<file path="src/rtl/tap_regs.vh">
`ifndef TAP_REGS_VH
`define TAP_REGS_VH
// Scan register geometry
`define TAP_IR_WIDTH 5
`define TAP_CHAIN_LEN 281
`define TAP_CHAIN_TOP 280
`define TAP_ID_WIDTH 32
// Instruction value loaded in the capture state
`define TAP_IR_CAPTURE 5'h01
// Instruction encodings
`define TAP_INSTR_EXTEST 5'h00
`define TAP_INSTR_SAMPLE 5'h01
`define TAP_INSTR_IDREAD 5'h02
`define TAP_INSTR_FLOAT 5'h03
`define TAP_INSTR_BYPASS 5'h1f
// Identification word fields
`define TAP_ID_LSB 1'b1
`define TAP_ID_VERSION 4'h0
`define TAP_ID_PART 16'h0000
`define TAP_ID_MAKER 11'h000
`endif

</file>
<file path="src/rtl/sync_two_flop.v">
`timescale 1ns/10ps
// Two-stage synchroniser for pins arriving from outside the mclk domain
module sync_two_flop #(
	parameter WIDTH = 1
) (
	input wire mclk,
	input wire reset,
	input wire [WIDTH-1:0] async_in,
	output reg [WIDTH-1:0] sync_out
);
	reg [WIDTH-1:0] meta;

	// First stage feeds only the second stage
	always @(posedge mclk) begin
		if (reset) begin
			meta <= {WIDTH{1'b0}};
			sync_out <= {WIDTH{1'b0}};
		end else begin
			meta <= async_in;
			sync_out <= meta;
		end
	end
endmodule

</file>
<file path="src/rtl/fifo_two_entry.v">
`timescale 1ns/10ps
// Two-entry buffer with valid/ready on both sides
module fifo_two_entry #(
	parameter WIDTH = 2,
	parameter DEPTH = 2
) (
	input wire mclk,
	input wire reset,
	input wire [WIDTH-1:0] in_data,
	input wire in_valid,
	output wire in_ready,
	output wire [WIDTH-1:0] out_data,
	output wire out_valid,
	input wire out_ready
);
	reg [WIDTH-1:0] mem [0:DEPTH-1];
	reg [1:0] count;
	reg rd_ptr;
	reg wr_ptr;
	wire push;
	wire pop;

	assign in_ready = (count != DEPTH);
	assign out_valid = (count != 2'd0);
	assign out_data = mem[rd_ptr];
	assign push = in_valid & in_ready;
	assign pop = out_valid & out_ready;

	// Pointers wrap naturally at depth two
	always @(posedge mclk) begin
		if (reset) begin
			count <= 2'd0;
			rd_ptr <= 1'b0;
			wr_ptr <= 1'b0;
		end else begin
			if (push) begin
				mem[wr_ptr] <= in_data;
				wr_ptr <= ~wr_ptr;
			end
			if (pop)
				rd_ptr <= ~rd_ptr;
			if (push & ~pop)
				count <= count + 2'd1;
			else if (pop & ~push)
				count <= count - 2'd1;
		end
	end
endmodule

</file>
<file path="src/rtl/boundary_scan_tap.v">
// What this block does
// - Inputs sampled on rise, output changes on fall
// - Stopped test clock at either level keeps state
// - Serial input enters top bit of active register
// - Serial output shows low bit, moves on fall
// - Five high mode-select samples force reset state
// - Test reset low forces reset state at once
// - Five-bit instruction, no parity, selects operation
// - Instruction capture loads 00001
// - Instruction shift moves toward output, top from input
// - Active instruction loaded from shift only in instruction update
// - Capture loads, shift shifts, update copies
// - Chain of 281 bits, 152 cells, 280 to 0
// - Output cells hold value and enable, one drives
// - Input cells single bit, last cell reserved
// - Sample captures all pins, bidirectional by enable
// - External test captures inputs, bidirectional as inputs
// - Data shift moves chain, top from input
// - Data update copies chain, external test drives pins
// - Chain passes bits without inversion
// - Codes: 0 ext, 1 sample, 2 id, 3 float
// - Reset state selects identification instruction
// - Bypass is one-bit stage
// - Identification word 32 bits, low bit one
`timescale 1ns/10ps
`include "tap_regs.vh"
module boundary_scan_tap #(
	parameter CHAIN_LEN = `TAP_CHAIN_LEN,
	// Bit positions holding an output or bidirectional value; its enable sits one above
	parameter [CHAIN_LEN-1:0] OUT_MASK = {CHAIN_LEN{1'b0}},
	// Bit positions of bidirectional value bits
	parameter [CHAIN_LEN-1:0] BIDIR_MASK = {CHAIN_LEN{1'b0}},
	// Bit positions of input-only cells; bit 0 is the reserved cell
	parameter [CHAIN_LEN-1:0] IN_MASK = {CHAIN_LEN{1'b0}},
	// Identification fields; values arbitrary
	parameter [3:0] ID_VERSION = `TAP_ID_VERSION,
	parameter [15:0] ID_PART = `TAP_ID_PART,
	parameter [10:0] ID_MAKER = `TAP_ID_MAKER
) (
	input wire mclk,
	input wire reset,
	input wire tck,
	input wire tms,
	input wire tdi,
	input wire trst_n,
	output reg tdo,
	output reg tdo_oe,
	input wire [CHAIN_LEN-1:0] pad_in,
	input wire [CHAIN_LEN-1:0] core_out,
	output reg [CHAIN_LEN-1:0] pad_out,
	output reg [CHAIN_LEN-1:0] pad_oe,
	output reg [4:0] tap_state,
	output reg [`TAP_IR_WIDTH-1:0] instruction_select
);
	localparam [3:0] ST_RESET = 4'h0;
	localparam [3:0] ST_IDLE = 4'h1;
	localparam [3:0] ST_SEL_DR = 4'h2;
	localparam [3:0] ST_CAP_DR = 4'h3;
	localparam [3:0] ST_SH_DR = 4'h4;
	localparam [3:0] ST_EX1_DR = 4'h5;
	localparam [3:0] ST_PAU_DR = 4'h6;
	localparam [3:0] ST_EX2_DR = 4'h7;
	localparam [3:0] ST_UPD_DR = 4'h8;
	localparam [3:0] ST_SEL_IR = 4'h9;
	localparam [3:0] ST_CAP_IR = 4'ha;
	localparam [3:0] ST_SH_IR = 4'hb;
	localparam [3:0] ST_EX1_IR = 4'hc;
	localparam [3:0] ST_PAU_IR = 4'hd;
	localparam [3:0] ST_EX2_IR = 4'he;
	localparam [3:0] ST_UPD_IR = 4'hf;

	wire [2:0] pins_sync;
	reg tck_last;
	wire tck_rise;
	wire tck_fall;
	wire [1:0] smp_data;
	wire smp_valid;
	wire smp_ready;
	wire eng_ready;
	wire smp_tms;
	wire smp_tdi;
	reg [3:0] state;
	reg [3:0] next_state;
	reg [`TAP_IR_WIDTH-1:0] ir_shift;
	reg [CHAIN_LEN-1:0] pin_scan_chain;
	reg [CHAIN_LEN-1:0] chain_hold;
	reg [`TAP_ID_WIDTH-1:0] id_shift;
	reg bypass_bit;
	reg next_tdo;
	reg [CHAIN_LEN-1:0] capture_word;
	wire [`TAP_ID_WIDTH-1:0] id_word;
	wire sel_chain;
	wire sel_id;
	wire is_extest;
	wire is_float;
	wire [CHAIN_LEN-1:0] en_bits;
	wire [CHAIN_LEN-1:0] ext_oe;
	integer i;

	// Pins cross into mclk through two flops before anything reads them
	sync_two_flop #(
		.WIDTH(3)
	) u_sync (
		.mclk(mclk),
		.reset(reset),
		.async_in({tck, tms, tdi}),
		.sync_out(pins_sync)
	);

	// Test clock edges found by comparing successive synced samples
	always @(posedge mclk) begin
		if (reset)
			tck_last <= 1'b0;
		else
			tck_last <= pins_sync[2];
	end
	// A stopped test clock yields no edge, so every scan and controller register holds; pad_out still follows core_out outside extest
	assign tck_rise = pins_sync[2] & ~tck_last;
	assign tck_fall = ~pins_sync[2] & tck_last;

	// Engine stalls for a falling edge; rising samples wait in the buffer
	assign eng_ready = ~tck_fall;

	fifo_two_entry #(
		.WIDTH(2),
		.DEPTH(2)
	) u_buf (
		.mclk(mclk),
		.reset(reset),
		.in_data(pins_sync[1:0]),
		.in_valid(tck_rise),
		.in_ready(smp_ready),
		.out_data(smp_data),
		.out_valid(smp_valid),
		.out_ready(eng_ready)
	);
	// Rises are at least 16 mclk apart, so the buffer never overflows
	assign smp_tms = smp_data[1];
	assign smp_tdi = smp_data[0];

	// Standard controller transitions on each sampled mode select
	always @* begin
		next_state = state;
		case (state)
			ST_RESET: next_state = smp_tms ? ST_RESET : ST_IDLE;
			ST_IDLE: next_state = smp_tms ? ST_SEL_DR : ST_IDLE;
			ST_SEL_DR: next_state = smp_tms ? ST_SEL_IR : ST_CAP_DR;
			ST_CAP_DR: next_state = smp_tms ? ST_EX1_DR : ST_SH_DR;
			ST_SH_DR: next_state = smp_tms ? ST_EX1_DR : ST_SH_DR;
			ST_EX1_DR: next_state = smp_tms ? ST_UPD_DR : ST_PAU_DR;
			ST_PAU_DR: next_state = smp_tms ? ST_EX2_DR : ST_PAU_DR;
			ST_EX2_DR: next_state = smp_tms ? ST_UPD_DR : ST_SH_DR;
			ST_UPD_DR: next_state = smp_tms ? ST_SEL_DR : ST_IDLE;
			ST_SEL_IR: next_state = smp_tms ? ST_RESET : ST_CAP_IR;
			ST_CAP_IR: next_state = smp_tms ? ST_EX1_IR : ST_SH_IR;
			ST_SH_IR: next_state = smp_tms ? ST_EX1_IR : ST_SH_IR;
			ST_EX1_IR: next_state = smp_tms ? ST_UPD_IR : ST_PAU_IR;
			ST_PAU_IR: next_state = smp_tms ? ST_EX2_IR : ST_PAU_IR;
			ST_EX2_IR: next_state = smp_tms ? ST_UPD_IR : ST_SH_IR;
			ST_UPD_IR: next_state = smp_tms ? ST_SEL_DR : ST_IDLE;
			default: next_state = ST_RESET;
		endcase
	end

	// Test reset clears the controller without waiting for any clock
	always @(posedge mclk or negedge trst_n) begin
		if (!trst_n)
			state <= ST_RESET;
		else if (reset)
			state <= ST_RESET;
		else if (smp_valid & eng_ready)
			state <= next_state;
	end

	// Register selection from the active instruction
	assign is_extest = (instruction_select == `TAP_INSTR_EXTEST);
	assign sel_chain = is_extest | (instruction_select == `TAP_INSTR_SAMPLE);
	assign sel_id = (instruction_select == `TAP_INSTR_IDREAD);
	assign is_float = (instruction_select == `TAP_INSTR_FLOAT);
	assign id_word = {ID_VERSION, ID_PART, ID_MAKER, `TAP_ID_LSB};

	// Enable bit of each value bit sits directly above it
	assign en_bits = {1'b0, core_out[CHAIN_LEN-1:1]};

	// Capture word depends on which boundary instruction is active
	always @* begin
		capture_word = pin_scan_chain;
		for (i = 0; i < CHAIN_LEN; i = i + 1) begin
			if (is_extest) begin
				if (IN_MASK[i] | BIDIR_MASK[i])
					capture_word[i] = pad_in[i];
			end else if (IN_MASK[i]) begin
				capture_word[i] = pad_in[i];
			end else if (BIDIR_MASK[i]) begin
				capture_word[i] = en_bits[i] ? core_out[i] : pad_in[i];
			end else begin
				capture_word[i] = core_out[i];
			end
		end
		if (IN_MASK[0])
			capture_word[0] = 1'b0;
	end

	// Instruction path: async reset selects identification read
	always @(posedge mclk or negedge trst_n) begin
		if (!trst_n) begin
			instruction_select <= `TAP_INSTR_IDREAD;
			ir_shift <= `TAP_IR_CAPTURE;
		end else if (reset) begin
			instruction_select <= `TAP_INSTR_IDREAD;
			ir_shift <= `TAP_IR_CAPTURE;
		end else if (smp_valid & eng_ready) begin
			case (state)
				ST_RESET: instruction_select <= `TAP_INSTR_IDREAD;
				ST_CAP_IR: ir_shift <= `TAP_IR_CAPTURE;
				ST_SH_IR: ir_shift <= {smp_tdi, ir_shift[`TAP_IR_WIDTH-1:1]};
				ST_UPD_IR: instruction_select <= ir_shift;
				default: ir_shift <= ir_shift;
			endcase
			// Load identification on the step into reset, not one test clock later
			if (next_state == ST_RESET)
				instruction_select <= `TAP_INSTR_IDREAD;
		end
	end

	// Data registers act on the rising sample, in the state they are in
	always @(posedge mclk) begin
		if (reset) begin
			pin_scan_chain <= {CHAIN_LEN{1'b0}};
			chain_hold <= {CHAIN_LEN{1'b0}};
			id_shift <= id_word;
			bypass_bit <= 1'b0;
		end else if (smp_valid & eng_ready) begin
			case (state)
				ST_CAP_DR: begin
					if (sel_chain)
						pin_scan_chain <= capture_word;
					id_shift <= id_word;
					bypass_bit <= 1'b0;
				end
				ST_SH_DR: begin
					if (sel_chain)
						pin_scan_chain <= {smp_tdi, pin_scan_chain[CHAIN_LEN-1:1]};
					if (sel_id)
						id_shift <= {smp_tdi, id_shift[`TAP_ID_WIDTH-1:1]};
					bypass_bit <= smp_tdi;
				end
				ST_UPD_DR: begin
					if (sel_chain)
						chain_hold <= pin_scan_chain;
				end
				default: bypass_bit <= bypass_bit;
			endcase
		end
	end

	// Output bit chosen from the low bit of the active register
	always @* begin
		if (state == ST_SH_IR)
			next_tdo = ir_shift[0];
		else if (sel_chain)
			next_tdo = pin_scan_chain[0];
		else if (sel_id)
			next_tdo = id_shift[0];
		else
			next_tdo = bypass_bit;
	end

	// Serial output moves only on the falling test clock edge
	always @(posedge mclk) begin
		if (reset) begin
			tdo <= 1'b0;
			tdo_oe <= 1'b0;
		end else if (tck_fall) begin
			tdo <= next_tdo;
			tdo_oe <= (state == ST_SH_IR) | (state == ST_SH_DR);
		end
	end

	// Drive enables for extest: value bits follow the enable bit above
	assign ext_oe = {1'b0, chain_hold[CHAIN_LEN-1:1]} & OUT_MASK;

	// Pin drive: core in normal mode, held chain in extest, all off when floating
	always @(posedge mclk) begin
		if (reset) begin
			pad_out <= {CHAIN_LEN{1'b0}};
			pad_oe <= {CHAIN_LEN{1'b0}};
		end else if (is_float) begin
			pad_out <= core_out;
			pad_oe <= {CHAIN_LEN{1'b0}};
		end else if (is_extest) begin
			pad_out <= chain_hold;
			pad_oe <= ext_oe;
		end else begin
			pad_out <= core_out;
			pad_oe <= en_bits & OUT_MASK;
		end
	end

	// State exported for observation, one-hot free binary code
	always @(posedge mclk) begin
		if (reset)
			tap_state <= 5'h00;
		else
			tap_state <= {1'b0, state};
	end
endmodule

</file>
<file path="config.mk">
export PLATFORM = sky130hd
export DESIGN_NAME = boundary_scan_tap
export DESIGN_NICKNAME = d
export VERILOG_FILES = /design/src/rtl/sync_two_flop.v /design/src/rtl/fifo_two_entry.v /design/src/rtl/boundary_scan_tap.v
export VERILOG_INCLUDE_DIRS = /design/src /design/src/rtl
export SDC_FILE = /design/constraint.sdc
export NUM_CORES = 2
export LEC_CHECK = 0
export ABC_CLOCK_PERIOD_IN_PS = 2700
export BUFFER_PORTS_ARGS = -buffer_cell sky130_fd_sc_hd__buf_2
export CORE_AREA = 2 2 442 444
export DETAILED_ROUTE_END_ITERATION = 12
export DIE_AREA = 0 0 444 446
export GPL_ROUTABILITY_DRIVEN = 1
export GPL_TIMING_DRIVEN = 1
export RECOVER_POWER = 25
export SETUP_SLACK_MARGIN = 0.1
export SLEW_MARGIN = 40
export SYNTH_ARGS = -nofsm -noshare
export SYNTH_HDL_FRONTEND = slang
export SYNTH_SLANG_ARGS = --single-unit
</file>
<file path="constraint.sdc">
create_clock -name mclk -period 2.7 [get_ports mclk]
set_clock_uncertainty 0.1 [all_clocks]
set_input_delay 0.54 -clock mclk [delete_from_list [all_inputs] [get_ports mclk]]
set_output_delay 0.54 -clock mclk [all_outputs]
set_load 0.01 [all_outputs]
</file>
After elaboration in Yosys (flattened, before gate mapping) --
Memory sizes are Yosys's and may differ from the RTL's. A register that Yosys moved wholly into a read port is not among the register bits. Index checks and enable logic that the tools add are counted.
Word-level totals: RAM bits 4, memories kept 1, bits of input ports 568, logic and storage cells 398, output and inout bits 574, bits in registers 908
Operators by class: eq/ne operators 23, muxes and demuxes 321, bitwise gates (word level) 15, reductions and logical operators 18, add/sub/neg operators 2
Memories:
- u_buf.mem | words 2, width 2, read ports 1, clocked after memory_dff 1, write ports 1, line fifo_two_entry.v:16 | reg [WIDTH-1:0] mem [0:DEPTH-1];
Operator list (number):
- 281-bit 2-to-1 mux | 4
- 281-bit one-hot mux with 2 select lines | 1
- 1-bit 2-to-1 mux | 292
- 32-bit one-hot mux with 2 select lines | 1
- 4-bit one-hot mux with 12 select lines | 1
- 4-bit == test (second input constant) | 8
- 32-bit 2-to-1 mux | 1
- 5-bit 2-to-1 mux | 5
- 4-bit 2-to-1 mux | 6
- 5-bit one-hot mux with 2 select lines | 2
- 4-bit by 3-bit == test with 1-bit output (second input constant) | 4
- 5-bit by 2-bit == test with 1-bit output (second input constant) | 2
- 2-bit 2-to-1 mux | 5
- 2-bit != test (second input constant) | 5
- 4-bit by 2-bit == test with 1-bit output (second input constant) | 2
- 4-bit zero test | 2
- 2-bit nonzero test | 4
- 1-bit inverter | 7
- 1-bit AND | 6
- 3-bit 2-to-1 mux | 2
- 2-bit AND reduction | 3
- 3-bit AND reduction | 2
- 5-bit by 1-bit == test with 1-bit output (second input constant) | 1
- 5-bit zero test | 1
- 10 further kinds | 12

Logic depth before layout (Yosys ltp) --
depth after elaboration 7, depth in mapped cells 8, mapped depth without buffers 7

Cells and area by module --
A second synthesis with hierarchy kept.
Unflattened totals: cells, all modules 4577, area, all modules 38079.0 um^2
Modules (own cells, without submodules):
- boundary_scan_tap | sequential area each 18029.8 um^2, cells an instance 4532, times used 1, area each 37551.0 um^2
- fifo_two_entry | sequential area each 220.2 um^2, cells an instance 33, times used 1, area each 370.4 um^2
- sync_two_flop | sequential area each 120.1 um^2, cells an instance 12, times used 1, area each 157.7 um^2

Worst setup path after synthesis --
Ideal clock, no wire load.
path kind register -> register, from register instruction_select[4], to register pin_scan_chain[100], stages on the path, launching flop included 7, clock period less this slack 2296 ps, setup time 121 ps, required time 2479 ps, arrival time 2075 ps, slack 404 ps, path buffers 3, cell sequence dfrtp_1 -> or4_1 -> or3_1 -> buf_2 -> buf_6 -> buf_6 -> mux2_4
On the way: word-level cells in the longest chain between the ends 4, elaborated cells on any way between the ends 7, classes of those cells eq/ne: 4; bitwise: 1; reduce/logical: 2
RTL lines:
- from (decl) | line boundary_scan_tap.v:53 | output reg [`TAP_IR_WIDTH-1:0] instruction_select
- from (signal assigned) | line boundary_scan_tap.v:207 | instruction_select <= `TAP_INSTR_IDREAD;
- from (signal assigned) | line boundary_scan_tap.v:210 | instruction_select <= `TAP_INSTR_IDREAD;
- from (signal assigned) | line boundary_scan_tap.v:214 | ST_RESET: instruction_select <= `TAP_INSTR_IDREAD;
- 5-bit by 1-bit == test with 1-bit output (no line) or 5-bit zero test (tied branches)
- 1-bit OR | line boundary_scan_tap.v:177 | assign sel_chain = is_extest | (instruction_select == `TAP_INSTR_SAMPLE);
- 2-bit != test (no line)
- 5-bit AND reduction (no line) *
- to (signal assigned) | line boundary_scan_tap.v:229 | pin_scan_chain <= {CHAIN_LEN{1'b0}};
- to (signal assigned) | line boundary_scan_tap.v:237 | pin_scan_chain <= capture_word;
- to (signal assigned) | line boundary_scan_tap.v:243 | pin_scan_chain <= {smp_tdi, pin_scan_chain[CHAIN_LEN-1:1]};
- to (decl) | line boundary_scan_tap.v:85 | reg [CHAIN_LEN-1:0] pin_scan_chain;
Every way passes the cells marked *; elsewhere a longest branch is shown, timed or not. A chain may end at the register's enable or synchronous reset.

Final worst setup path --
from register state[0], to register pin_scan_chain[44]
On the way: word-level cells in the longest chain between the ends 3, elaborated cells on any way between the ends 8, classes of those cells eq/ne: 5; mux: 1; reduce/logical: 2
RTL lines:
- from (decl) | line boundary_scan_tap.v:82 | reg [3:0] state;
- from (signal assigned) | line boundary_scan_tap.v:172 | state <= next_state;
- 4-bit by 2-bit == test with 1-bit output or 4-bit by 3-bit == test with 1-bit output (tied branches) | line boundary_scan_tap.v:234 | case (state)
- 2-bit != test (no line) or 2-bit nonzero test (tied branches)
- 5-bit AND reduction (no line)
Several ways; a longest one is shown, not always the timed one.

==> results.toml <==
[finish]
final_layout_size_suffix_gt1_frac = 0.164
fin_util = 0.262
final.fill_count = 20846
multiInputGateArea_um2 = 18600
regArea_um2 = 18400
syn_to_final_growth_pct = 28.5
final_cells = 8246
final_nets = 6178

[sta]
max_clock_freq_ghz = 0.378
tightest_slew_ns = 2.21
slew_violations = 52
final-setup-viol-count = 0
hold_viol = 0
min_period_over_period = 0.980
relSlewSlack = -0.473
fin_crit_ns = 2.64
tns_ns = 0
timing.hold.ws_ns = 0.0831
fin_ws_ns = 0.0552
rsz0062_at_grt = "false"

[logic_synthesis]
synthXorXnorAreaFrac = 0.000887
synth_ff_type = "dfxtp_1"
yosysUniqueCellTypes = 53
synth_top_family_by_area = "simple AND/OR/NAND/NOR gates"
syn-cell-area_um2 = 39500
yosys-top-cells-count = "1700 x nand2_1, 894 x dfxtp_1, 852 x a21oi_1"
synth-compound-area-share = 0.113
synth_mux_area_frac = 0.100
synth-simple-area-share = 0.228
synth_edf_count = 4
avgSynthCellArea_um2 = 8.07
synthArstFlopShare = 0.0154
synthTopCellsByArea = "dfxtp_1 45%, nand2_1 16%, a21oi_1 11%"
yosysSeqAreaShare = 0.465
synth_fa_ha_area_frac = 0.000317
synth_most_common_cell = "nand2_1"
synth.yosys.warnings = 0
synth_top_area_frac = 0.453
syn_inst = 4891
yosysTopAreaCell = "dfxtp_1"
ys_seq_elements = 912

[global_routing]
grt_max_degree = 120
overflow = 0
first_global_vias = 32457
grt_usage = 0.130
grt_pass1_wl_mm = 200
antenna_found_initial = 31

[placed_design]
gp_congestion = 0.820
numPortBuffers = 578
post-dp-hpwl_mm = 92.4
dp.cells = 7776
pre_cts_slack_ns = 0.0889

[flow_run]
cap_viol_max_count = 1

[clock_tree]
cts_tree = "built"
path_clk_slew_ns = 0.06
cts_buffers = 102
h-tree-depth = 3
numClockSinks = 912
clock-root-buffer = "clkbuf_16"
clk_path_buf_depth = 3
clock_latency_ns = 0.74

[route]
ant_nets = 0
vias_per_cell = 4.18
drt-pass1-iter-count = 6
routedWlPerCell_um = 16.5
drcViolationCount = 0
drtIter0Drc = 2391
totalWireLength_mm = 136
num_vias = 34483

[power]
cellPowerDensity_nw_per_um2 = 624
ir_worst_vdd_uv = 493
p_leak_nw = 20.6

[floorplan]
fp.coreArea_um2 = 194000
floorplan.initialDensity = 0.204
die_h_um = 446
dieArea_um2 = 198000
num_rows = 162
ios = 1142
die_w_um = 444

[worst_setup_path]
rrSetupSlack_ns = 0.06
r2r-start = "state[0]$_DFFE_PN0P_"
r2r_end = "pin_scan_chain[44]$_SDFFE_PP0P_"
startpoint_type = "flop"
cp.arrival_ns = 3.14
worstPathRequired_ns = 3.20
crit_type = "flop to flop"
critPathMaxStageDelay_ns = 0.69
crit_slowest_cell = "or4b_4"
cp_max_fo = 117
end_kind = "flop"
crit_path_cell_trace = "or4b_4, buf_12, nand2_1, a21oi_1, mux2_2"
rr_worst_depth = 5

[hold_path]
hold_class = "primary input to flop"
hp-start = "core_out[192]"
hold_path_end = "pad_out[192]$_SDFF_PP0_"
holdPathStages = 3

[outcome]
failed_checks = "max-capacitance violations, max-slew violations"
status = "finished, violations left"
[cell type report]
cell class | instances | share of cell area
diodes | 11 | 0.000542
inverters | 5 | 0.000370
flip-flops and latches | 912 | 0.362
clock buffers | 153 | 0.0594
clock inverters | 35 | 0.0107
well taps | 2542 | 0.0627
repair buffers | 979 | 0.138
multi-input cells | 3609 | 0.366
[flip-flops by register name, indices dropped and copies added (netlist names), 2 cells and up, named ones only]
signal,count
state,4
pad_out,281
u_buf.count,2
u_buf.mem,4
instruction_select,5
chain_hold,281
u_sync.meta,3
u_sync.sync_out,3
id_shift,32
ir_shift,5
tap_state,4
pin_scan_chain,281
[worst max path at each step]
stage                                            startpoint                                to  depth (start not counted)
after floorplan           instruction_select[4]$_DFFE_PN0P_  pin_scan_chain[100]$_SDFFE_PP0P_                          6
after global placement                 state[0]$_DFFE_PN0P_       chain_hold[21]$_SDFFE_PP0P_                          6
after detailed placement               state[0]$_DFFE_PN0P_       chain_hold[22]$_SDFFE_PP0P_                          6
after CTS                              state[0]$_DFFE_PN0P_  pin_scan_chain[115]$_SDFFE_PP0P_                          6
after global routing                                  reset  pin_scan_chain[148]$_SDFFE_PP0P_                          4
final                                  state[0]$_DFFE_PN0P_   pin_scan_chain[44]$_SDFFE_PP0P_                          5
[cell usage in the layout (no fill, tap or decap), drive strengths merged, types with 3 or more instances in the layout]
cell         instances
nand2             1700
nand4                5
conb               282
o41ai                3
or2                 30
dlygate4sd3        268
nor2b              292
inv                 15
mux2i               38
o21ai                5
nand2b              40
bufinv               9
buf                444
a31oi                5
dfxtp              894
clkinv              16
nand3                8
a21oi              852
nand3b               3
diode               11
clkbuf             419
dfrtp               12
mux2               281
or3                  4
nor3                 8
edfxtp               4
nor2                20
[kinds of logic (layout without fill, tap and decap cells)]
group                      count (synthesis)  in the layout
DFF                                      912            912
other                                      1            293
and+or+nand+nor                         2125           2125
AOI/OAI and AO/OA                        878            878
adders and majority gates                  1              1
buffers and inverters                    651           1172
xor gates and xnor gates                   4              4
muxes                                    319            319
[repair_timing]
item	in CTS	in global routing
gates cloned	1	0
hold endpoints to repair	281	0
buffers inserted	2	0
setup endpoints to repair	8	219
hold buffers	268	0
pin swaps	1	0
resized for setup	1	2
[worst max-delay path: cells and delay by family (launching register included)]
family	cells	cell delay [ns]
and+or+nand+nor	2	1.00
DFF	1	0.55
muxes	1	0.28
buffers and inverters	1	0.21
AOI/OAI and AO/OA	1	0.10
[where the power goes]
group          switching (W)  internal, W  leakage (nW)  total (W)
Combinational        0.00188      0.00111          11.3    0.00299
Sequential          0.000225       0.0138          7.50     0.0140
Clock                0.00604      0.00864          1.74     0.0147
[layer usage]
layer  global-route usage  vias up  share of wire
met2                0.218     1163           0.48
li1                     -    16646              -
met3               0.0278      241          0.064
met1                0.162    16427           0.42
met5                    0        -        0.00025
met4               0.0484        6          0.039
[per-stage QoR]
stage	instance area (um2)	total power, W
final	50700	0.0316
after global routing	50700	0.0329
after CTS	51100	0.0321
after detailed placement	44800	0.0170
after global placement	44800	0.0169
after floorplan	40500	0.0160
(Power assumes the default switching activity.)
